**src/core/asrc_consts.svh**
```systemverilog
// Timing and field constants for the asynchronous memory controller
`ifndef ASRC_CONSTS_SVH
`define ASRC_CONSTS_SVH
`define ASRC_CLK_NS      100
`define ASRC_ADDR_W      13
`define ASRC_DATA_W      8
// Slow grade figures, in ns; the slow grade also covers the fast grade
`define ASRC_T_ACC_NS    100
`define ASRC_T_OE_NS     50
`define ASRC_T_HZ_NS     35
`define ASRC_T_WP_NS     60
`define ASRC_T_CW_NS     80
`define ASRC_T_AW_NS     80
`define ASRC_T_DW_NS     40
`define ASRC_T_DH_NS     0
`define ASRC_T_AS_NS     0
// Least times round up, longest times round up as waits too
`define ASRC_CYC(ns) (((ns) + `ASRC_CLK_NS - 1) / `ASRC_CLK_NS)
`define ASRC_CNT_W       3
`endif

```
**src/core/asrc_pkg.sv**
```systemverilog
// Types for the asynchronous memory controller
package asrc_pkg;
  typedef enum logic [2:0] {
    ASRC_IDLE,
    ASRC_RD_WAIT,
    ASRC_RD_DONE,
    ASRC_WR_SETUP,
    ASRC_WR_PULSE,
    ASRC_WR_HOLD,
    ASRC_TURN
  } asrc_state_e;
endpackage

```
**src/core/asrc_timer.sv**
```systemverilog
// Down counter for strobe interval timing
`timescale 1ns/10ps
`default_nettype none
`include "asrc_consts.svh"
module asrc_timer (
  input  wire logic                   core_clk_i,
  input  wire logic                   rst_i,
  input  wire logic                   load_i,
  input  wire logic [`ASRC_CNT_W-1:0] count_i,
  output logic                        done_o
);
  logic [`ASRC_CNT_W-1:0] cnt_q;
  logic [`ASRC_CNT_W-1:0] cnt_d;
  wire                    zero_w = (cnt_q == '0);

  assign cnt_d  = load_i ? count_i :
                  (zero_w ? cnt_q : cnt_q - `ASRC_CNT_W'(1));
  assign done_o = zero_w & ~load_i;

  always_ff @(posedge core_clk_i) begin
    if (rst_i) begin
      cnt_q <= '0;
    end else begin
      cnt_q <= cnt_d;
    end
  end
endmodule
`default_nettype wire

```
**src/core/asrc_ctrl.sv**
```systemverilog
// Host controller for an asynchronous 8k x 8 static memory
// Overview of operation
// - Write lasts while selected with strobe low.
// - Write strobe held low at least the write pulse time.
// - Selects held active at least select-to-end time before write end.
// - Address stable at least address-to-end time before write end.
// - Address valid no later than write start.
// - Address held stable until write ends.
// - Write data driven at least data setup time before write end.
// - Write data held until the write ends.
// - Controller drives no data while device may still drive.
// - Writes keep the output gate high; the pulse is not stretched.
`timescale 1ns/10ps
`default_nettype none
`include "asrc_consts.svh"
module asrc_ctrl (
  input  wire logic                    core_clk_i,
  input  wire logic                    rst_i,
  input  wire logic                    req_i,
  input  wire logic                    req_we_i,
  input  wire logic [`ASRC_ADDR_W-1:0] req_addr_i,
  input  wire logic [`ASRC_DATA_W-1:0] req_wdata_i,
  output logic                         req_ready_o,
  output logic                         rd_valid_o,
  output logic [`ASRC_DATA_W-1:0]      rd_data_o,
  output logic [`ASRC_ADDR_W-1:0]      mem_addr_o,
  output logic                         select_active_low_o,
  output logic                         select_active_high_o,
  output logic                         mem_we_n_o,
  output logic                         mem_oe_n_o,
  input  wire logic [`ASRC_DATA_W-1:0] mem_data_i,
  output logic [`ASRC_DATA_W-1:0]      mem_data_o,
  output logic                         mem_data_oe_o
);
  // Cycle counts derived from the slow-grade figures
  localparam int RD_NS  = (`ASRC_T_ACC_NS > `ASRC_T_OE_NS) ?
                          `ASRC_T_ACC_NS : `ASRC_T_OE_NS;
  localparam int RD_CYC = `ASRC_CYC(RD_NS);
  localparam int WP_A   = `ASRC_T_WP_NS;
  localparam int WP_B   = `ASRC_T_CW_NS;
  localparam int WP_C   = `ASRC_T_AW_NS - `ASRC_T_AS_NS;
  localparam int WP_NS0 = (WP_A > WP_B) ? WP_A : WP_B;
  localparam int WP_NS  = (WP_NS0 > WP_C) ? WP_NS0 : WP_C;
  localparam int WP_CYC = (`ASRC_CYC(WP_NS) < 1) ? 1 : `ASRC_CYC(WP_NS);
  localparam int HZ_CYC = (`ASRC_CYC(`ASRC_T_HZ_NS) < 1) ?
                          1 : `ASRC_CYC(`ASRC_T_HZ_NS);

  asrc_pkg::asrc_state_e st_q;
  asrc_pkg::asrc_state_e st_d;
  logic [`ASRC_ADDR_W-1:0] addr_q;
  logic [`ASRC_DATA_W-1:0] wdat_q;
  logic [`ASRC_DATA_W-1:0] rdat_q;
  logic                    sel_q;
  logic                    we_q;
  logic                    oe_q;
  logic                    doe_q;
  logic                    rdv_q;
  logic                    rdy_q;
  logic                    tmr_load;
  logic [`ASRC_CNT_W-1:0]  tmr_cnt;
  logic                    tmr_done;

  asrc_timer u_timer (
    .core_clk_i (core_clk_i),
    .rst_i      (rst_i),
    .load_i     (tmr_load),
    .count_i    (tmr_cnt),
    .done_o     (tmr_done)
  );

  wire take_w  = (st_q == asrc_pkg::ASRC_IDLE) & req_i;
  wire start_w = take_w & ~req_we_i;
  wire wr_w    = take_w & req_we_i;

  // Next-state decode
  always_comb begin
    st_d     = st_q;
    tmr_load = 1'b0;
    tmr_cnt  = '0;
    case (st_q)
      asrc_pkg::ASRC_IDLE: begin
        if (start_w) begin
          st_d     = asrc_pkg::ASRC_RD_WAIT;
          tmr_load = 1'b1;
          tmr_cnt  = `ASRC_CNT_W'(RD_CYC);
        end else if (wr_w) begin
          st_d = asrc_pkg::ASRC_WR_SETUP;
        end
      end
      asrc_pkg::ASRC_RD_WAIT: begin
        if (tmr_done) begin
          st_d = asrc_pkg::ASRC_RD_DONE;
        end
      end
      asrc_pkg::ASRC_RD_DONE: begin
        st_d     = asrc_pkg::ASRC_TURN;
        tmr_load = 1'b1;
        tmr_cnt  = `ASRC_CNT_W'(HZ_CYC);
      end
      asrc_pkg::ASRC_WR_SETUP: begin
        st_d     = asrc_pkg::ASRC_WR_PULSE;
        tmr_load = 1'b1;
        tmr_cnt  = `ASRC_CNT_W'(WP_CYC);
      end
      asrc_pkg::ASRC_WR_PULSE: begin
        if (tmr_done) begin
          st_d = asrc_pkg::ASRC_WR_HOLD;
        end
      end
      asrc_pkg::ASRC_WR_HOLD: begin
        st_d = asrc_pkg::ASRC_IDLE;
      end
      asrc_pkg::ASRC_TURN: begin
        if (tmr_done) begin
          st_d = asrc_pkg::ASRC_IDLE;
        end
      end
      default: begin
        st_d = asrc_pkg::ASRC_IDLE;
      end
    endcase
  end

  // Output gate only in reads; strobe low only in the pulse state
  wire in_rd_w  = (st_d == asrc_pkg::ASRC_RD_WAIT) |
                  (st_d == asrc_pkg::ASRC_RD_DONE);
  wire in_wr_w  = (st_d == asrc_pkg::ASRC_WR_SETUP) |
                  (st_d == asrc_pkg::ASRC_WR_PULSE) |
                  (st_d == asrc_pkg::ASRC_WR_HOLD);
  wire pulse_w  = (st_d == asrc_pkg::ASRC_WR_PULSE);
  wire sample_w = (st_q == asrc_pkg::ASRC_RD_WAIT) & tmr_done;

  always_ff @(posedge core_clk_i) begin
    if (rst_i) begin
      st_q   <= asrc_pkg::ASRC_IDLE;
      addr_q <= '0;
      wdat_q <= '0;
      rdat_q <= '0;
      sel_q  <= 1'b0;
      we_q   <= 1'b0;
      oe_q   <= 1'b0;
      doe_q  <= 1'b0;
      rdv_q  <= 1'b0;
      rdy_q  <= 1'b0;
    end else begin
      st_q   <= st_d;
      // Address and data latched at acceptance, stable through the cycle
      if (take_w) begin
        addr_q <= req_addr_i;
        wdat_q <= req_wdata_i;
      end
      sel_q  <= in_rd_w | in_wr_w;
      we_q   <= pulse_w;
      oe_q   <= in_rd_w;
      doe_q  <= in_wr_w;
      if (sample_w) begin
        rdat_q <= mem_data_i;
      end
      rdv_q  <= sample_w;
      rdy_q  <= (st_d == asrc_pkg::ASRC_IDLE);
    end
  end

  assign mem_addr_o           = addr_q;
  assign select_active_low_o  = ~sel_q;
  assign select_active_high_o = sel_q;
  assign mem_we_n_o           = ~we_q;
  assign mem_oe_n_o           = ~oe_q;
  assign mem_data_o           = wdat_q;
  assign mem_data_oe_o        = doe_q;
  assign rd_data_o            = rdat_q;
  assign rd_valid_o           = rdv_q;
  assign req_ready_o          = rdy_q;

  // Checks on the pins this controller drives
  int unsigned wp_len_q;
  always_ff @(posedge core_clk_i) begin
    if (rst_i | ~we_q) begin
      wp_len_q <= 0;
    end else begin
      wp_len_q <= wp_len_q + 1;
    end
  end

  write_pulse_len_a: assert property (
    @(posedge core_clk_i) disable iff (rst_i)
    $rose(mem_we_n_o) |-> ($past(wp_len_q) >= WP_CYC))
    else $error("write pulse too short");

  sel_before_end_a: assert property (
    @(posedge core_clk_i) disable iff (rst_i)
    $rose(mem_we_n_o) |-> $past(select_active_high_o, 3))
    else $error("select too late before write end");

  addr_before_end_a: assert property (
    @(posedge core_clk_i) disable iff (rst_i)
    $rose(mem_we_n_o) |-> ($past(mem_addr_o, 3) == mem_addr_o))
    else $error("address too late before write end");

  strobe_in_select_a: assert property (
    @(posedge core_clk_i) disable iff (rst_i)
    !mem_we_n_o |-> (!select_active_low_o && select_active_high_o))
    else $error("write strobe outside select");

  addr_stable_wr_a: assert property (
    @(posedge core_clk_i) disable iff (rst_i)
    !mem_we_n_o ##1 1'b1 |-> $stable(mem_addr_o))
    else $error("address moved during write");

  data_before_end_a: assert property (
    @(posedge core_clk_i) disable iff (rst_i)
    $rose(mem_we_n_o) |-> $past(mem_data_oe_o) && mem_data_oe_o)
    else $error("write data not held over strobe end");

  no_drive_in_read_a: assert property (
    @(posedge core_clk_i) disable iff (rst_i)
    !mem_oe_n_o |-> !mem_data_oe_o)
    else $error("bus driven while gate low");

  turn_gap_a: assert property (
    @(posedge core_clk_i) disable iff (rst_i)
    $rose(mem_oe_n_o) |-> !mem_data_oe_o [*2])
    else $error("drive too soon after read");

  read_latency_a: assert property (
    @(posedge core_clk_i) disable iff (rst_i)
    $fell(mem_oe_n_o) |-> !rd_valid_o [*2] ##[0:2] rd_valid_o)
    else $error("read data sampled at wrong time");

  setup_before_pulse_a: assert property (
    @(posedge core_clk_i) disable iff (rst_i)
    $fell(mem_we_n_o) |-> $past(mem_data_oe_o) && $stable(mem_addr_o))
    else $error("address not set up before strobe");
endmodule
`default_nettype wire

```
**config.mk**
```make
export PLATFORM = sky130hd
export DESIGN_NAME = asrc_ctrl
export DESIGN_NICKNAME = d
export VERILOG_FILES = /design/src/core/asrc_pkg.sv /design/src/core/asrc_timer.sv /design/src/core/asrc_ctrl.sv
export VERILOG_INCLUDE_DIRS = /design/src /design/src/core
export SDC_FILE = /design/constraint.sdc
export NUM_CORES = 1
export LEC_CHECK = 0
export ABC_AREA = 1
export BUFFER_PORTS_ARGS = -buffer_cell sky130_fd_sc_hd__buf_4
export CAP_MARGIN = 20
export CORE_UTILIZATION = 35
export DETAILED_ROUTE_END_ITERATION = 6
export PLACE_DENSITY_LB_ADDON = 0.05
export REMOVE_ABC_BUFFERS = 1
export SYNTH_ARGS = -nofsm -noshare
export SYNTH_HDL_FRONTEND = slang
export SYNTH_HIERARCHICAL = 1
export SYNTH_SLANG_ARGS = --single-unit
```
**constraint.sdc**
```tcl
create_clock -name core_clk_i -period 1.8 [get_ports core_clk_i]
set_input_delay 0.09 -clock core_clk_i [delete_from_list [all_inputs] [get_ports core_clk_i]]
set_output_delay 0.09 -clock core_clk_i [all_outputs]
set_load 0.02 [all_outputs]
```
==> results.json <==
{
  "outcome": "finished clean",
  "fin_util_pct": 52.6,
  "die_h_um": 70.1,
  "yosysWarnings": 6,
  "maxCapViolCount": 0,
  "track_usage_pct": 15.3,
  "htreeDepth": 2,
  "hold_path.class": "input pin to flip-flop",
  "route.detailed.drc": 0,
  "drtIter0Drc": 41,
  "yosysTopAreaCell": "dfxtp_1",
  "finalCriticalPeriod_ps": 1600,
  "ioPinCount": 69,
  "wirelength_um": 3570,
  "start_util_pct": 36.8,
  "final-seq-area_um2": 821,
  "use_met2_pct": 25.3,
  "syn_area_per_cell_um2": 7.48,
  "hpwlAfterDp_um": 2610,
  "rows": 24,
  "clkTransAtPathRegs_ps": 80,
  "finClkSkew_ps": 6.42,
  "dieWidth_um": 70.1,
  "yosys.area_share.simple_pct": 25.3,
  "syn_inst": 217,
  "critPathArrivalTime_ps": 1780,
  "cts_made_buffers": 5,
  "whs_ps": 41.1,
  "grt.met1_usage_pct": 18.5,
  "finalNonFillerCells": 343,
  "final_common_cell": "buf_4",
  "finalSetupViolCount": 0,
  "dp_cells": 334,
  "root_buffer": "clkbuf_8",
  "ant_nets": 0,
  "ys_types": 22,
  "cp_max_fo": 5,
  "cp-start-kind": "flip-flop",
  "drive_above_1_share_pct": 30.6,
  "yosys_register_bits": 41,
  "mostFrequentLayoutCells": "buf_4 (72), nor2_1 (58), dfxtp_1 (41)",
  "fin_crit_sh_pct": 89.1,
  "num_antenna_cells": 0,
  "dr.pass1.iters": 4,
  "finalHoldViolCount": 0,
  "grt_setup_unrepaired": "false",
  "coreArea_um2": 4410,
  "synth_top_area_share_pct": 50.6,
  "grt_antenna_before_repair": 0,
  "vias_per_cell": 4.43,
  "grt_pass1_vias": 1407,
  "slew_violations": 0,
  "die-area_um2": 4910,
  "synth_area_um2": 1620,
  "n_fill_cell": 459,
  "synth_mux_area_share_pct": 0,
  "worstPathRequired_ps": 1980,
  "clk_latency_ps": 280,
  "cts_max_path_buffers": 2,
  "synthAdderAreaFrac_pct": 1.54,
  "synth_compound_gate_area_share_pct": 12.7,
  "place_congestion": 0.870,
  "grt_util_met3_pct": 4.91,
  "fmax_mhz": 623,
  "dp_worst_setup_slack_ps": 149,
  "port_buffers": 68,
  "clock_sinks": 41,
  "synth_top_family_by_area": "simple AND/OR/NAND/NOR gates",
  "synth_xor_xnor_area_share_pct": 0,
  "synth_area_leaders": "dfxtp_1 (51%), nor2_1 (13%), o21ai_0 (9.3%)",
  "grt_pass1_wl_um": 5970,
  "cts_tree": "yes",
  "cts_setup_buffers": 0,
  "busiest_layer": "met2",
  "power_density_nw_per_um2": 1560,
  "yosysSeqAreaShare_pct": 50.6,
  "crit_type": "flip-flop to flip-flop",
  "endpoint_kind": "flip-flop",
  "p_leak_nw": 1.16,
  "avgRoutedWirePerCell_um": 10.4,
  "peakVddDrop_v": 0.000673,
  "multi_input_area_um2": 661,
  "vias": 1518,
  "setup_ws_ps": 196,
  "grt_start_max_net_pins": 24,
  "overflow": 0,
  "fin_nets": 325,
  "finalPower_w": 0.00362,
  "syn_to_final_growth_pct": 43.1
}
-- state kept, by name, indices dropped and copies added, names as in the netlist, 3 cells and up --
name	cells
st_q	3
mem_addr_o	13
rd_data_o	8
mem_data_o	8
u_timer/cnt_q	3
-- area by class of cell --
type	instances	share of cell area, %
Multi-Input combinational cell	140	28.4
Clock buffer	7	3.72
Sequential cell	41	35.3
Timing Repair Buffer	73	23.7
Tap cell	52	2.80
Clock inverter	1	1.29
Inverter	29	4.69
-- metrics by stage --
step	TNS, ps	area (µm²)
global placement	0	2180
finish	0	2320
detailed placement	0	2180
global route	0	2320
CTS	0	2310
floorplan	-158	1580
-- where the power goes --
| group | switching, W | leakage (nW) | internal, W | total (W) |
|---|---|---|---|---|
| clock network | 0.000301 | 0.0585 | 0.000452 | 0.000753 |
| logic | 0.000938 | 0.765 | 0.000630 | 0.00157 |
| registers | 0.000126 | 0.338 | 0.00117 | 0.00129 |
| total | 0.00137 | 1.16 | 0.00225 | 0.00362 |
-- what timing repair did --
action,4_1_cts,5_1_grt
hold buffers,1,0
endpoints found under the hold margin,1,0
setup endpoints to repair,0,2
resized for setup,0,2
-- kinds of logic after synthesis --
logic type,Yosys count
adders and majority gates,2
DFF,41
and+or+nand+nor,95
AOI/OAI and AO/OA,41
other,1
buffers and inverters,37
-- worst paths after layout --
kind / slack (ps) / start / depth (start not counted) / end
worst max-delay path: 200 / st_q[2]$_SDFF_PP0_ / 12 / select_active_high_o$_SDFF_PP0_
worst min register to register: 450 / rd_data_o[4]$_SDFFE_PP0P_ / 2 / rd_data_o[4]$_SDFFE_PP0P_
worst max register to register: 200 / st_q[2]$_SDFF_PP0_ / 12 / select_active_high_o$_SDFF_PP0_
worst min-delay path: 40 / req_wdata_i[2] / 3 / mem_data_o[2]$_SDFFE_PP0N_
-- cells in the mapped netlist --
library cell,instances
a21oi_1,8
buf_4,2
buf_6,1
clkbuf_1,3
clkbuf_2,2
conb_1,1
dfxtp_1,41
ha_1,2
inv_1,28
inv_2,1
nand2_1,23
nand2_4,1
nand3_1,5
nand3_2,1
nand3_4,1
nand4_1,1
nor2_1,58
nor2_2,4
nor2_4,1
o21ai_0,30
o21ai_1,2
o22ai_1,1
-- metal layers --
layer  share of wire [%]  vias to the layer above  wire (µm)
met3                 4.8                        2        171
met5                   0                        -          0
met2                  48                       30       1720
met1                  46                      672       1660
met4                0.53                        0         19
li1                    -                      814          -
-- critical path: stages (launching register included) --
cell     delay, ps
dfxtp_1        370
nor2_4         220
nand2_4         70
o22ai_2        160
nor2_4          90
nand2_1         90
inv_1           50
nand2_1         50
nand2_1         70
nor2_2         100
nand3_2         90
nand2_1         90
nand2_1         50
No activity file was read; power rests on OpenSTA's default activity.
